`src/pkg/sadc_pkg.sv`:
```
// Shared constants, types and helpers of the serial converter control port
package sadc_pkg;
	// ********************************************************
	// Register map, byte addresses on the Avalon slave
	// ********************************************************
	localparam logic [3:0] REG_CTRL = 4'h0;
	localparam logic [3:0] REG_CODE = 4'h4;
	localparam logic [3:0] REG_STATUS = 4'h8;
	localparam logic [3:0] REG_RESULT = 4'hc;
	localparam int CTRL_SRC_BIT = 0;
	localparam int CTRL_EN_BIT = 1;
	localparam logic [1:0] CTRL_RST = 2'h2;
	localparam logic [9:0] CODE_RST = 10'h000;

	// ********************************************************
	// Configuration word, first bit shifted in lands in bit 7
	// ********************************************************
	localparam int CFG_SGL = 7;
	localparam int CFG_ODD = 6;
	localparam int CFG_UNI = 3;
	localparam int CFG_MSBF = 2;
	localparam int CFG_WL_LO = 0;
	localparam logic [7:0] CFG_RST = 8'h00;
	localparam logic [1:0] WL_8 = 2'h0;
	localparam logic [1:0] WL_10 = 2'h1;
	localparam logic [1:0] WL_12 = 2'h2;
	localparam logic [1:0] WL_16 = 2'h3;

	// ********************************************************
	// Widths and counts
	// ********************************************************
	localparam int CFG_BITS = 8;
	localparam int RES_BITS = 10;
	localparam int OUT_BITS = 16;
	localparam int ACLK_WAIT = 2;
	localparam int CONV_ACLK = 44;
	localparam int SAMPLE_SCLK = 5;
	localparam int SAMPLE_START = 4;
	localparam int FIFO_DEPTH = 8;
	localparam int ENT_MSBF = 10;
	localparam int ENT_WL_LO = 11;
	localparam int ENT_W = 13;

	// ********************************************************
	// State types
	// ********************************************************
	typedef enum logic [3:0] {
		LS_IDLE = 4'h1,
		LS_WAIT = 4'h2,
		LS_SHIFT = 4'h4,
		LS_END = 4'h8
	} sadc_link_t;
	typedef enum logic [2:0] {
		CV_IDLE = 3'h1,
		CV_RUN = 3'h2,
		CV_PUSH = 3'h4
	} sadc_conv_t;

	// Word length code to number of shift clocks
	function automatic logic [4:0] word_len(input logic [1:0] wl);
		logic [4:0] n;
		n = 5'h08;
		case (wl)
			WL_10: n = 5'h0a;
			WL_12: n = 5'h0c;
			WL_16: n = 5'h10;
			default: n = 5'h08;
		endcase
		return n;
	endfunction

	// Queue entry to outgoing shift word, bit 15 goes first
	function automatic logic [15:0] fmt_word(input logic [12:0] e);
		logic [9:0] v;
		v = e[9:0];
		if (!e[ENT_MSBF])
		begin
			for (int i = 0; i < RES_BITS; i++)
			begin
				v[i] = e[RES_BITS - 1 - i];
			end
		end
		return {v, 6'h00};
	endfunction
endpackage

```
`src/pkg/sadc_fifo_if.sv`:
```
// Valid/ready carrier between the control logic and the result queue
interface sadc_fifo_if #(parameter int W = 13);
	logic in_valid;
	logic in_ready;
	logic [W-1:0] in_data;
	logic out_valid;
	logic out_ready;
	logic [W-1:0] out_data;
	modport fifo (input in_valid, in_data, out_ready, output in_ready, out_valid, out_data);
	modport user (output in_valid, in_data, out_ready, input in_ready, out_valid, out_data);
endinterface

```
`src/rtl/sadc_ctrl.sv`:
```
// Control and serial exchange logic of the eight-input converter port
//
// Decided for this implementation: the Avalon-MM register port and the register addresses.

module sadc_ctrl (
	input wire logic clk_i,
	input wire logic rst_n_i,
	input wire logic [3:0] avs_address_i,
	input wire logic avs_read_i,
	input wire logic avs_write_i,
	input wire logic [31:0] avs_writedata_i,
	input wire logic [3:0] avs_byteenable_i,
	output logic [31:0] avs_readdata_o,
	output logic avs_waitrequest_o,
	input wire logic cs_n_i,
	input wire logic sclk_i,
	input wire logic din_i,
	input wire logic aclk_i,
	output logic dout_o,
	output logic dout_oe_n_o,
	input wire logic [9:0] adc_code_i,
	output logic [2:0] mux_pos_o,
	output logic [2:0] mux_neg_o,
	output logic mux_neg_com_o,
	output logic sample_o
);
	// ********************************************************
	// Pin synchronisers and edge finding
	// ********************************************************
	logic [3:0] pin_s;
	logic [3:0] pin_d_q;
	logic cs_n_s;
	logic din_s;
	logic sclk_s;
	logic aclk_s;
	logic cs_fall;
	logic sclk_rise;
	logic sclk_fall;
	logic aclk_rise;
	logic aclk_fall;

	sadc_sync #(
		.W(4),
		.INIT(4'h1)
	) sadc_sync_inst (
		.clk_i(clk_i),
		.rst_n_i(rst_n_i),
		.d_i({aclk_i, sclk_i, din_i, cs_n_i}),
		.q_o(pin_s)
	);

	assign cs_n_s = pin_s[0];
	assign din_s = pin_s[1];
	assign sclk_s = pin_s[2];
	assign aclk_s = pin_s[3];

	// Delayed copy of synchronised pins for edges
	always_ff @(posedge clk_i)
	begin
		if (!rst_n_i)
			pin_d_q <= 4'h1;
		else
			pin_d_q <= pin_s;
	end

	assign cs_fall = pin_d_q[0] & ~cs_n_s;
	assign sclk_rise = ~pin_d_q[2] & sclk_s;
	assign sclk_fall = pin_d_q[2] & ~sclk_s;
	assign aclk_rise = ~pin_d_q[3] & aclk_s;
	assign aclk_fall = pin_d_q[3] & ~aclk_s;

	// ********************************************************
	// Registers and result queue
	// ********************************************************
	logic [1:0] ctrl_q;
	logic [9:0] code_q;
	logic ack_q;
	logic [31:0] rdata_q;
	sadc_pkg::sadc_link_t lst_q;
	sadc_pkg::sadc_conv_t cst_q;
	logic [1:0] afc_q;
	logic [4:0] rise_cnt_q;
	logic [7:0] cfg_sr_q;
	logic [7:0] cfg_q;
	logic [15:0] out_sr_q;
	logic [1:0] olen_q;
	logic start_q;
	logic [5:0] conv_cnt_q;
	logic [9:0] raw_q;
	logic [9:0] result_q;
	logic [2:0] samp_cnt_q;
	logic [3:0] addr4;
	logic frame_go;
	logic last_rise;

	sadc_fifo_if #(.W(sadc_pkg::ENT_W)) fq ();

	sadc_fifo #(
		.W(sadc_pkg::ENT_W),
		.DEPTH(sadc_pkg::FIFO_DEPTH)
	) sadc_fifo_inst (
		.clk_i(clk_i),
		.rst_n_i(rst_n_i),
		.q(fq)
	);

	// ********************************************************
	// Avalon-MM slave, one wait state per access
	// ********************************************************
	assign avs_waitrequest_o = (avs_read_i | avs_write_i) & ~ack_q;
	assign avs_readdata_o = rdata_q;

	// Ack pulses once per request so back-to-back accesses each wait
	always_ff @(posedge clk_i)
	begin
		if (!rst_n_i)
			ack_q <= 1'b0;
		else
			ack_q <= (avs_read_i | avs_write_i) & ~ack_q;
	end

	// Read data prepared in the wait cycle
	always_ff @(posedge clk_i)
	begin
		if (!rst_n_i)
			rdata_q <= 32'h0000_0000;
		else if (avs_read_i & ~ack_q)
		begin
			if (avs_address_i == sadc_pkg::REG_CTRL)
				rdata_q <= {30'h0000_0000, ctrl_q};
			else if (avs_address_i == sadc_pkg::REG_CODE)
				rdata_q <= {22'h00_0000, code_q};
			else if (avs_address_i == sadc_pkg::REG_STATUS)
				rdata_q <= {16'h0000, cfg_q, 4'h0, fq.in_ready, fq.out_valid,
					~lst_q[0], ~cst_q[0]};
			else if (avs_address_i == sadc_pkg::REG_RESULT)
				rdata_q <= {22'h00_0000, result_q};
			else
				rdata_q <= 32'h0000_0000;
		end
	end

	// Writes land on the edge after waitrequest drops, where the master samples it low
	always_ff @(posedge clk_i)
	begin
		if (!rst_n_i)
		begin
			ctrl_q <= sadc_pkg::CTRL_RST;
			code_q <= sadc_pkg::CODE_RST;
		end
		else if (avs_write_i & ack_q)
		begin
			if (avs_address_i == sadc_pkg::REG_CTRL)
			begin
				if (avs_byteenable_i[0])
					ctrl_q <= avs_writedata_i[1:0];
			end
			else if (avs_address_i == sadc_pkg::REG_CODE)
			begin
				if (avs_byteenable_i[0])
					code_q[7:0] <= avs_writedata_i[7:0];
				if (avs_byteenable_i[1])
					code_q[9:8] <= avs_writedata_i[9:8];
			end
		end
	end

	// ********************************************************
	// Link state machine
	// ********************************************************
	assign frame_go = (lst_q == sadc_pkg::LS_WAIT) & ~cs_n_s & aclk_fall
		& (afc_q == 2'(sadc_pkg::ACLK_WAIT - 1));
	assign last_rise = (lst_q == sadc_pkg::LS_SHIFT) & ~cs_n_s & sclk_rise
		& (rise_cnt_q == sadc_pkg::word_len(olen_q) - 5'h01);

	// Select high aborts any frame at once
	always_ff @(posedge clk_i)
	begin
		if (!rst_n_i)
			lst_q <= sadc_pkg::LS_IDLE;
		else
		begin
			case (lst_q)
				sadc_pkg::LS_IDLE:
					if (cs_fall & ctrl_q[sadc_pkg::CTRL_EN_BIT])
						lst_q <= sadc_pkg::LS_WAIT;
				sadc_pkg::LS_WAIT:
					if (cs_n_s)
						lst_q <= sadc_pkg::LS_IDLE;
					else if (frame_go)
						lst_q <= sadc_pkg::LS_SHIFT;
				sadc_pkg::LS_SHIFT:
					if (cs_n_s)
						lst_q <= sadc_pkg::LS_IDLE;
					else if (last_rise)
						lst_q <= sadc_pkg::LS_END;
				sadc_pkg::LS_END:
					if (cs_n_s)
						lst_q <= sadc_pkg::LS_IDLE;
				default:
					lst_q <= sadc_pkg::LS_IDLE;
			endcase
		end
	end

	always_ff @(posedge clk_i)
	begin
		if (!rst_n_i)
			afc_q <= 2'h0;
		else if (lst_q != sadc_pkg::LS_WAIT)
			afc_q <= 2'h0;
		else if (aclk_fall)
			afc_q <= afc_q + 2'h1;
	end

	// Rising shift clock edges within the frame
	always_ff @(posedge clk_i)
	begin
		if (!rst_n_i)
			rise_cnt_q <= 5'h00;
		else if (lst_q != sadc_pkg::LS_SHIFT)
			rise_cnt_q <= (lst_q == sadc_pkg::LS_END) ? rise_cnt_q : 5'h00;
		else if (sclk_rise)
			rise_cnt_q <= rise_cnt_q + 5'h01;
	end

	always_ff @(posedge clk_i)
	begin
		if (!rst_n_i)
			cfg_sr_q <= sadc_pkg::CFG_RST;
		else if (cs_fall)
			cfg_sr_q <= sadc_pkg::CFG_RST;
		else if ((lst_q == sadc_pkg::LS_SHIFT) & sclk_rise
			& (rise_cnt_q < 5'(sadc_pkg::CFG_BITS)))
			cfg_sr_q <= {cfg_sr_q[6:0], din_s};
	end

	// ********************************************************
	// Result output shifter
	// ********************************************************
	// pop previous frame's result
	assign fq.out_ready = frame_go;

	// order baked into the word
	// Falls before the first rise are skipped for an idle-high shift clock
	always_ff @(posedge clk_i)
	begin
		if (!rst_n_i)
		begin
			out_sr_q <= 16'h0000;
			olen_q <= sadc_pkg::WL_10;
		end
		else if (frame_go)
		begin
			out_sr_q <= fq.out_valid ? sadc_pkg::fmt_word(fq.out_data) : 16'h0000;
			olen_q <= fq.out_valid ? fq.out_data[12:11] : sadc_pkg::WL_10;
		end
		else if (lst_q == sadc_pkg::LS_IDLE)
			out_sr_q <= 16'h0000;
		else if (sclk_fall & (rise_cnt_q != 5'h00))
			out_sr_q <= {out_sr_q[14:0], 1'b0};
	end

	assign dout_o = out_sr_q[15];
	assign dout_oe_n_o = ~(lst_q[2] | lst_q[3]);

	// ********************************************************
	// Sampling window and input mux
	// ********************************************************
	assign addr4 = {cfg_sr_q[2:0], din_s};

	always_ff @(posedge clk_i)
	begin
		if (!rst_n_i)
		begin
			sample_o <= 1'b0;
			samp_cnt_q <= 3'h0;
			mux_pos_o <= 3'h0;
			mux_neg_o <= 3'h1;
			mux_neg_com_o <= 1'b0;
		end
		else if (lst_q == sadc_pkg::LS_IDLE)
			sample_o <= 1'b0;
		else if (sclk_rise & (lst_q == sadc_pkg::LS_SHIFT)
			& (rise_cnt_q == 5'(sadc_pkg::SAMPLE_START - 1)))
		begin
			sample_o <= 1'b1;
			samp_cnt_q <= 3'h0;
			mux_pos_o <= {addr4[1:0], addr4[2]};
			mux_neg_o <= {addr4[1:0], ~addr4[2]};
			mux_neg_com_o <= addr4[3];
		end
		else if (sample_o & sclk_rise)
		begin
			samp_cnt_q <= samp_cnt_q + 3'h1;
			if (samp_cnt_q == 3'(sadc_pkg::SAMPLE_SCLK - 1))
				sample_o <= 1'b0;
		end
	end

	// ********************************************************
	// Conversion sequencer
	// ********************************************************
	// Start one cycle after the last rise so the config byte is whole
	always_ff @(posedge clk_i)
	begin
		if (!rst_n_i)
			start_q <= 1'b0;
		else
			start_q <= last_rise;
	end

	// host keeps spacing, late start dropped
	always_ff @(posedge clk_i)
	begin
		if (!rst_n_i)
		begin
			cst_q <= sadc_pkg::CV_IDLE;
			cfg_q <= sadc_pkg::CFG_RST;
			conv_cnt_q <= 6'h00;
			raw_q <= 10'h000;
		end
		else
		begin
			case (cst_q)
				sadc_pkg::CV_IDLE:
					if (start_q)
					begin
						cfg_q <= cfg_sr_q;
						conv_cnt_q <= 6'h00;
						cst_q <= sadc_pkg::CV_RUN;
					end
				sadc_pkg::CV_RUN:
					if (aclk_rise)
					begin
						if (conv_cnt_q == 6'(sadc_pkg::CONV_ACLK - 1))
						begin
							conv_cnt_q <= 6'h00;
							raw_q <= ctrl_q[sadc_pkg::CTRL_SRC_BIT] ? code_q : adc_code_i;
							cst_q <= sadc_pkg::CV_PUSH;
						end
						else
							conv_cnt_q <= conv_cnt_q + 6'h01;
					end
				sadc_pkg::CV_PUSH:
					// Full queue stalls here until the host drains it
					if (fq.in_ready)
						cst_q <= sadc_pkg::CV_IDLE;
				default:
					cst_q <= sadc_pkg::CV_IDLE;
			endcase
		end
	end

	// flip sign bit for two's complement
	assign fq.in_valid = (cst_q == sadc_pkg::CV_PUSH);
	assign fq.in_data = {cfg_q[1:0], cfg_q[sadc_pkg::CFG_MSBF],
		cfg_q[sadc_pkg::CFG_UNI] ? raw_q : {~raw_q[9], raw_q[8:0]}};

	// Last completed result for software
	always_ff @(posedge clk_i)
	begin
		if (!rst_n_i)
			result_q <= 10'h000;
		else if (fq.in_valid & fq.in_ready)
			result_q <= fq.in_data[9:0];
	end
endmodule

```
`src/rtl/sadc_fifo.sv`:
```
// Result queue with registered head word
module sadc_fifo #(
	parameter int W = 13,
	parameter int DEPTH = 8
)(
	input wire logic clk_i,
	input wire logic rst_n_i,
	sadc_fifo_if.fifo q
);
	localparam int AW = $clog2(DEPTH);
	logic [W-1:0] mem_q [DEPTH];
	logic [AW-1:0] wptr_q;
	logic [AW-1:0] rptr_q;
	logic [AW:0] cnt_q;
	logic [W-1:0] data_q;
	logic valid_q;
	logic push;
	logic load;

	// Full only counts the array; the head register adds one slot
	assign q.in_ready = (cnt_q != (AW+1)'(DEPTH));
	assign push = q.in_valid & q.in_ready;
	assign load = (!valid_q | q.out_ready) & (cnt_q != '0);
	assign q.out_valid = valid_q;
	assign q.out_data = data_q;

	// Storage array, no reset needed
	always_ff @(posedge clk_i)
	begin
		if (push)
		begin
			mem_q[wptr_q] <= q.in_data;
		end
	end

	// Pointers and fill count
	always_ff @(posedge clk_i)
	begin
		if (!rst_n_i)
		begin
			wptr_q <= '0;
			rptr_q <= '0;
			cnt_q <= '0;
		end
		else
		begin
			if (push)
				wptr_q <= wptr_q + AW'(1);
			if (load)
				rptr_q <= rptr_q + AW'(1);
			cnt_q <= cnt_q + (AW+1)'(push) - (AW+1)'(load);
		end
	end

	// Head register gives registered read data
	always_ff @(posedge clk_i)
	begin
		if (!rst_n_i)
		begin
			valid_q <= 1'b0;
			data_q <= '0;
		end
		else if (load)
		begin
			valid_q <= 1'b1;
			data_q <= mem_q[rptr_q];
		end
		else if (q.out_ready)
		begin
			valid_q <= 1'b0;
		end
	end
endmodule

```
`src/rtl/sadc_sync.sv`:
```
// Two flip-flop synchroniser for pin inputs
module sadc_sync #(
	parameter int W = 4,
	parameter logic [W-1:0] INIT = '0
)(
	input wire logic clk_i,
	input wire logic rst_n_i,
	input wire logic [W-1:0] d_i,
	output logic [W-1:0] q_o
);
	logic [W-1:0] s1_q;
	logic [W-1:0] s2_q;

	// First stage feeds only the second
	always_ff @(posedge clk_i)
	begin
		if (!rst_n_i)
		begin
			s1_q <= INIT;
			s2_q <= INIT;
		end
		else
		begin
			s1_q <= d_i;
			s2_q <= s1_q;
		end
	end

	assign q_o = s2_q;
endmodule

```
`config.mk`:
```
export PLATFORM = sky130hd
export DESIGN_NAME = sadc_ctrl
export DESIGN_NICKNAME = d
export VERILOG_FILES = /design/src/pkg/sadc_pkg.sv /design/src/pkg/sadc_fifo_if.sv /design/src/rtl/sadc_ctrl.sv /design/src/rtl/sadc_fifo.sv /design/src/rtl/sadc_sync.sv
export SDC_FILE = /design/constraint.sdc
export NUM_CORES = 1
export LEC_CHECK = 0
export BUFFER_PORTS_ARGS = -buffer_cell sky130_fd_sc_hd__buf_2
export CORE_ASPECT_RATIO = 0.9
export CORE_MARGIN = 2
export CORE_UTILIZATION = 50
export DETAILED_ROUTE_END_ITERATION = 7
export PLACE_DENSITY_LB_ADDON = 0.05
export SLEW_MARGIN = 10
export SYNTH_ARGS = -nofsm -noshare
export SYNTH_HDL_FRONTEND = slang
export SYNTH_SLANG_ARGS = --single-unit
```
`constraint.sdc`:
```
create_clock -name clk_i -period 3.57 [get_ports clk_i]
set_input_delay 0.1785 -clock clk_i [delete_from_list [all_inputs] [get_ports clk_i]]
set_output_delay 0.1785 -clock clk_i [all_outputs]
set_load 0.02 [all_outputs]
```
==> results of run 1 <==
[state kept, by name, indices dropped and copies added (netlist names), 5 cells and up]
signal / cells
raw_q: 10
out_sr_q: 10
avs_readdata_o: 16
rise_cnt_q: 5
result_q: 10
code_q: 10
sadc_fifo_inst.q.out_data: 13
cfg_q: 8
sadc_fifo_inst.mem_q: 104
conv_cnt_q: 6
cfg_sr_q: 8
[cells by family after synthesis]
| kind of cell | share of synthesized area |
|---|---|
| simple gates | 0.124 |
| flops | 0.584 |
| compound gates | 0.0979 |
| buf+inv | 0.0430 |
| mux | 0.110 |
| xor+xnor | 0.0171 |
| fa+ha+maj | 0.0240 |
| other cells | 0.000367 |
[final cells by class]
cell class,count,area (um^2)
well taps,255,319
clock buffers,30,666
fillers,1657,8310
clock inverters,18,98.8
repair buffers,99,666
multi-input cells,540,3880
inverters,21,78.8
flip-flops and latches,246,5970
[stage by stage]
step | std cells | utilization | instance area [um^2]
2_1_floorplan | 874 | - | 10300
3_3_place_gp | 1137 | 0.534 | 10700
4_1_cts | 1209 | 0.584 | 11700
3_5_place_dp | 1137 | 0.534 | 10700
6_report | 1209 | 0.584 | 11700
5_1_grt | 1209 | 0.584 | 11700
[worst min-delay path by stage]
stage                  start                     end  slack (ps)  depth (start not counted)
2_1_floorplan         cs_n_i  sadc_sync_inst.s1_q[0]         280                          1
3_3_place_gp          cs_n_i  sadc_sync_inst.s1_q[0]         360                          2
5_1_grt        adc_code_i[7]                raw_q[7]           8                          3
6_report       adc_code_i[7]                raw_q[7]          40                          3
4_1_cts        adc_code_i[7]                raw_q[7]          10                          3
3_5_place_dp          cs_n_i  sadc_sync_inst.s1_q[0]         370                          2
[worst max-delay path, delay by kind of cell (launching register included)]
| kind | cells | cell delay (ps) |
|---|---|---|
| XOR/XNOR | 1 | 160 |
| adder cells (fa/ha/maj) | 3 | 780 |
| flip-flops | 1 | 410 |
| AO/OA/AOI/OAI | 1 | 240 |
| AND/OR/NAND/NOR | 3 | 870 |
| buffers and inverters | 2 | 110 |
[what timing repair did]
action / 4_1_cts / 5_1_grt
setup endpoints to repair: 0 / 0
setup buffers: 0 / 0
hold endpoints to repair: 25 / 0
hold buffers: 24 / 0
[per-layer routing]
metal | vias up | global-route usage | part of all wire
met1 | 3309 | 0.298 | 0.48
met3 | 22 | 0.0311 | 0.047
met5 | - | 0 | 0
met2 | 166 | 0.325 | 0.46
li1 | 3252 | - | -
met4 | 0 | 0.0409 | 0.011
[power by group]
| group | switching, mW | internal (mW) |
|---|---|---|
| Clock | 1.08 | 1.34 |
| Sequential | 0.199 | 3.05 |
| Combinational | 0.555 | 0.547 |
| Total | 1.83 | 4.93 |
[cell usage in the layout (no fill, tap or decap), types with 11 or more instances in the layout]
cell           instances
nor2_1                81
a211oi_1              14
and2_1                11
mux4_2                28
nand3_1               21
buf_2                 60
clkbuf_16             26
mux2i_1               41
inv_1                 20
buf_4                 14
nor3_1                11
a21oi_1               52
edfxtp_1             104
a311oi_1              15
dlygate4sd3_1         24
xnor2_1               12
ha_1                  18
conb_1                16
dfxtp_1              141
nand2_1               95
==> run_results.csv, run 1 <==
group,metric,value,unit
synth,synth.most_common_cell,"dfxtp_1",
sta,worstMarginPinSlew,1020,ps
pwr,p_total,6.76,mW
die,io_pins,101,
routing,dr_total_vias,6749,
die,core-area,20000,um^2
sta,setup_tns,0,ps
sta,maxSlewHeadroom,0.319,
job,maxCapViolations,0,
placed_design,place_ws,898,ps
sta,fin_hold_ws,35.3,ps
outcome,status,"finished, final reports clean",
routing,drc_errors,0,
pwr,ir_drop,0.419,mV
sta,period_share,0.756,
cts,clockBufferDepth,3,
synth,ys_warn_count,0,
cts,root_buffer,"clkbuf_16",
layout,n_antenna_cell,0,
setup_path,worst-r2r-cell-count,10,
layout,nets,1011,
sta,timing.fmax,0.371,GHz
die,num_rows,49,
pwr,p_leak,4.28,nW
routing,ant_nets,0,
routing,wire_per_inst,18.2,um
cts,cts_tree,"yes",
worst_hold_path,hold_path_class,"input pin to register",
synth,synth.avg_cell_area,11.9,um^2
sta,fin_crit,2700,ps
global_routing,grt_pass1_wl,34900,um
sta,fin_ws,871,ps
synth,synth_edf_count,104,
synth,synth-seq-cells,246,
die,start_util,0.511,
routing,drtPass1Iterations,5,
die,dieHeight,140,um
global_routing,overflow,0,
synth,ys_async_sr_fraction,0,
sta,skew,14.3,ps
global_routing,grt_max_degree,70,
setup_path,rr_startpoint,"lst_q[2]",
synth,synth_area,10200,um^2
synth,synth_top_area_cell,"edfxtp_1",
synth,synth_top_area_frac,0.306,
placed_design,gp_congestion,0.770,
layout,area_growth,14.3,%
setup_path,path_max_fanout,11,
synth,ys_top_cells_by_count,"142 x dfxtp_1, 104 x edfxtp_1, 95 x nand2_1",
die,die_area,21600,um^2
synth,synth.area.top_cells,"edfxtp_1 31%, dfxtp_1 28%, mux4_2 6.2%",
routing,routed_wl,22100,um
cts,cts-resized-gates,0,
cts,clkSinkCount,246,
global_routing,grt_pass1_vias,6496,
global_routing,track_usage,0.203,
setup_path,crit_start,"lst_q[2]",
cts,clkTransAtPathRegs,60,ps
die,die_x,155,um
sta,hold_viol_final,0,
setup_path,worst_path_max_delay_cell,"or4b_4",
sta,setup_violations,0,
placed_design,portBuffers,60,
setup_path,crit_path_max_incr_delay,600,ps
synth,synth-main-ff-cell,"dfxtp_1",
setup_path,r2r_slack,870,ps
setup_path,cp.required,3980,ps
setup_path,arrival,3110,ps
setup_path,worst_setup_path_start_kind,"register",
routing,via_per_inst,5.58,
global_routing,antenna_found_initial,0,
setup_path,r2r_end,"sadc_fifo_inst.cnt_q[2]",
routing,drt_iter0_drc,469,
setup_path,crit_chain,"or4b_4 > o31ai_4 > and2_1 > ha_1 > inv_1 > ha_1 > inv_1 > fa_1 > xor2_1 > nor2_1",
pwr,pwr_density_cell,579,nW/um^2
synth,seq_area_frac_synth,0.584,
cts,htreeDepth,1,
layout,drive_above_1_share,0.176,
cts,clock_latency,530,ps
synth,yosysUniqueCellTypes,60,
synth,syn_inst,859,
sta,grt_setup_unrepaired,"false",
placed_design,hpwl,14300,um
sta,slew_violations,0,
cts,cts_buffers,26,
setup_path,cp-end-kind,"register",
setup_path,criticalPathCategory,"register to register",
setup_path,critPathCapture,"sadc_fifo_inst.cnt_q[2]",
Power figures use the tool's default switching activity.
==> run 2, diff against run 1 <==
--- a/config.mk
+++ b/config.mk
@@ -5,6 +5,7 @@
 export SDC_FILE = /design/constraint.sdc
 export NUM_CORES = 1
 export LEC_CHECK = 0
+export ABC_AREA = 1
 export BUFFER_PORTS_ARGS = -buffer_cell sky130_fd_sc_hd__buf_2
 export CORE_ASPECT_RATIO = 0.9
 export CORE_MARGIN = 2
==> constraint.sdc (replaced) <==
create_clock -name clk_i -period 2.5 [get_ports clk_i]
set_input_delay 0.125 -clock clk_i [delete_from_list [all_inputs] [get_ports clk_i]]
set_output_delay 0.125 -clock clk_i [all_outputs]
set_load 0.02 [all_outputs]
==> run_results.csv, run 2 <==
group,metric,value,unit
synth,syn_inst,1197,
die,io_pins,101,
synth,seq_area_frac_synth,0.570,
layout,ff_latch_area,5970,um^2
synth,synth_area,10500,um^2
global_routing,grt_pass1_wl,38700,um
layout,mostFrequentLayoutCells,"206 x nor2_1, 194 x nand2_1, 151 x o21ai_0, 142 x dfxtp_1, 104 x edfxtp_1",
synth,synth_top_area_cell,"edfxtp_1",
pwr,p_total,11.0,mW
setup_path,worst-r2r-cell-count,12,
setup_path,cp.required,2890,ps
routing,via_per_inst,5.13,
synth,synth-seq-cells,246,
sta,hold_viol_final,0,
layout,multi_input_area,3850,um^2
synth,synth_top_area_frac,0.298,
global_routing,track_usage,0.221,
job,maxCapViolations,0,
sta,period_share,0.883,
placed_design,placed_cell_area,11100,um^2
cts,htreeDepth,1,
setup_path,arrival,2600,ps
layout,fin_util,0.592,
layout,largest_register_ffs,104,
worst_hold_path,hold_path_class,"input pin to register",
global_routing,grt_max_degree,36,
worst_hold_path,holdPathStages,3,
global_routing,overflow,0,
setup_path,cp-end-kind,"register",
synth,synth.most_common_cell,"nor2_1",
sta,fin_hold_ws,39.6,ps
die,core-area,20600,um^2
setup_path,crit_start,"lst_q[2]",
setup_path,crit_path_max_incr_delay,380,ps
global_routing,grt_pass1_vias,7638,
synth,synth-main-ff-cell,"dfxtp_1",
layout,n_antenna_cell,0,
routing,ant_nets,0,
layout,nFillCells,1811,
synth,ys_warn_count,0,
cts,clkSinkCount,246,
die,die_x,157,um
sta,grt_setup_unrepaired,"false",
synth,yosysUniqueCellTypes,41,
setup_path,path_max_fanout,5,
layout,nets,1370,
cts,cts_buffers,26,
setup_path,worst_setup_path_start_kind,"register",
cts,cts_tree,"yes",
sta,slew_violations,0,
layout,layout_commonest_cell,"nor2_1",
placed_design,hpwl,16000,um
setup_path,r2r_end,"sadc_fifo_inst.cnt_q[2]",
setup_path,critPathCapture,"sadc_fifo_inst.cnt_q[2]",
routing,drc_errors,0,
layout,stdcell_area,12200,um^2
setup_path,crit_chain,"nor2_4 > nand3_2 > nor2_4 > nand2_4 > a21boi_4 > ha_1 > inv_1 > ha_1 > inv_1 > fa_1 > xor2_1 > nor2_1",
pwr,p_leak,4.71,nW
synth,synth_edf_count,104,
routing,wire_per_inst,15.2,um
routing,drt_iter0_drc,451,
cts,clockBufferDepth,3,
pwr,pwr_density_cell,899,nW/um^2
synth,ys_top_cells_by_count,"206 x nor2_1, 194 x nand2_1, 151 x o21ai_0",
routing,routed_wl,23900,um
outcome,status,"finished, final reports clean",
sta,setup_tns,0,ps
die,dieHeight,141,um
layout,registers.top_by_ff_count,"sadc_fifo_inst.mem_q",
sta,maxSlewHeadroom,0.415,
die,num_rows,50,
cts,root_buffer,"clkbuf_16",
placed_design,portBuffers,60,
sta,worstMarginPinSlew,872,ps
cts,clock_latency,530,ps
synth,synth.area.top_cells,"edfxtp_1 30%, dfxtp_1 27%, nor2_1 7.4%",
cts,clkTransAtPathRegs,60,ps
sta,fin_crit,2210,ps
cts,post-cts-setup-buffer-count,0,
synth,synth.avg_cell_area,8.75,um^2
synth,ys_async_sr_fraction,0,
layout,area_growth,16.7,%
placed_design,gp_congestion,0.833,
setup_path,r2r_slack,290,ps
setup_path,worst_path_max_delay_cell,"fa_1",
routing,dr_total_vias,8063,
pwr,ir_drop,0.646,mV
global_routing,antenna_found_initial,0,
setup_path,rr_startpoint,"lst_q[2]",
sta,timing.fmax,0.453,GHz
setup_path,criticalPathCategory,"register to register",
layout,drive_above_1_share,0.115,
sta,setup_violations,0,
routing,drtPass1Iterations,5,
sta,skew,22.0,ps
die,start_util,0.507,
die,die_area,22100,um^2
[run 2: cell types whose count changed after synthesis, sizes merged, moves of 10 or more]
cell	before	now
inv	21	96
nor2	81	214
o21a	10	0
xnor2	12	2
nand3	21	60
o21ai	4	161
a21oi	52	78
nand2	95	197
mux4	28	0
and2	13	1
mux2i	41	10
a311oi	15	0
a211oi	14	1
[run 2: cells by family (layout without fill, tap and decap cells)]
logic type                 after synthesis  after routing  synth area share
and+or+nand+nor                        495            495             0.196
AOI/OAI and AO/OA                      253            253             0.126
DFF                                    246            246             0.570
buffers and inverters                  165            266            0.0679
adders and majority gates               19             19            0.0234
muxes                                   10             10           0.00956
xor gates and xnor gates                 8              8           0.00669
other                                    1             16          0.000358
[run 2: how the worst min path moves through the flow]
stage                       start                      to  slack, ps
after CTS                 rst_n_i      avs_readdata_o[12]          8
after global placement     sclk_i  sadc_sync_inst.s1_q[2]        310
final                     rst_n_i      avs_readdata_o[12]         40
after floorplan             din_i  sadc_sync_inst.s1_q[1]        220
after detailed placement   sclk_i  sadc_sync_inst.s1_q[2]        310
after global routing      rst_n_i               code_q[0]         50
[run 2: per-layer routing]
layer	up-vias	routed length [um]	GRT usage	part of all wire
met3	32	984	0.0272	0.041
met4	0	418	0.0464	0.018
met5	-	0	0	0
met1	3701	11700	0.318	0.49
met2	189	10800	0.362	0.45
li1	4141	-	-	-
[run 2: layout make-up]
cell class | count | share of cell area
Timing Repair Buffer | 120 | 0.0699
Clock inverter | 9 | 0.00666
Inverter | 98 | 0.0301
Sequential cell | 246 | 0.488
Clock buffer | 39 | 0.0632
Multi-Input combinational cell | 801 | 0.315
Tap cell | 260 | 0.0266
[run 2: critical path, delay by kind of cell (launching register included)]
kind / cells / cell delay (ps)
fa+ha+maj: 3 / 770
xor+xnor: 1 / 170
buf+inv: 2 / 110
flops: 1 / 350
simple gates: 5 / 520
compound gates: 1 / 150
[run 2: timing repair]
item	CTS	global route
endpoints found under the setup margin	0	0
hold endpoints to repair	32	0
resized for setup	0	0
hold buffers	31	0
[run 2: power by group]
part	switching, mW	total, mW	internal, mW
registers	0.188	4.61	4.42
logic	1.73	2.62	0.889
clock network	1.52	3.75	2.24
[run 2: per-stage QoR]
| stage | cells | setup slack (ps) |
|---|---|---|
| 3_5_place_dp | 1494 | 318 |
| 3_3_place_gp | 1494 | 346 |
| 2_1_floorplan | 1212 | 131 |
| 5_1_grt | 1573 | 123 |
| 6_report | 1573 | 292 |
| 4_1_cts | 1573 | 284 |
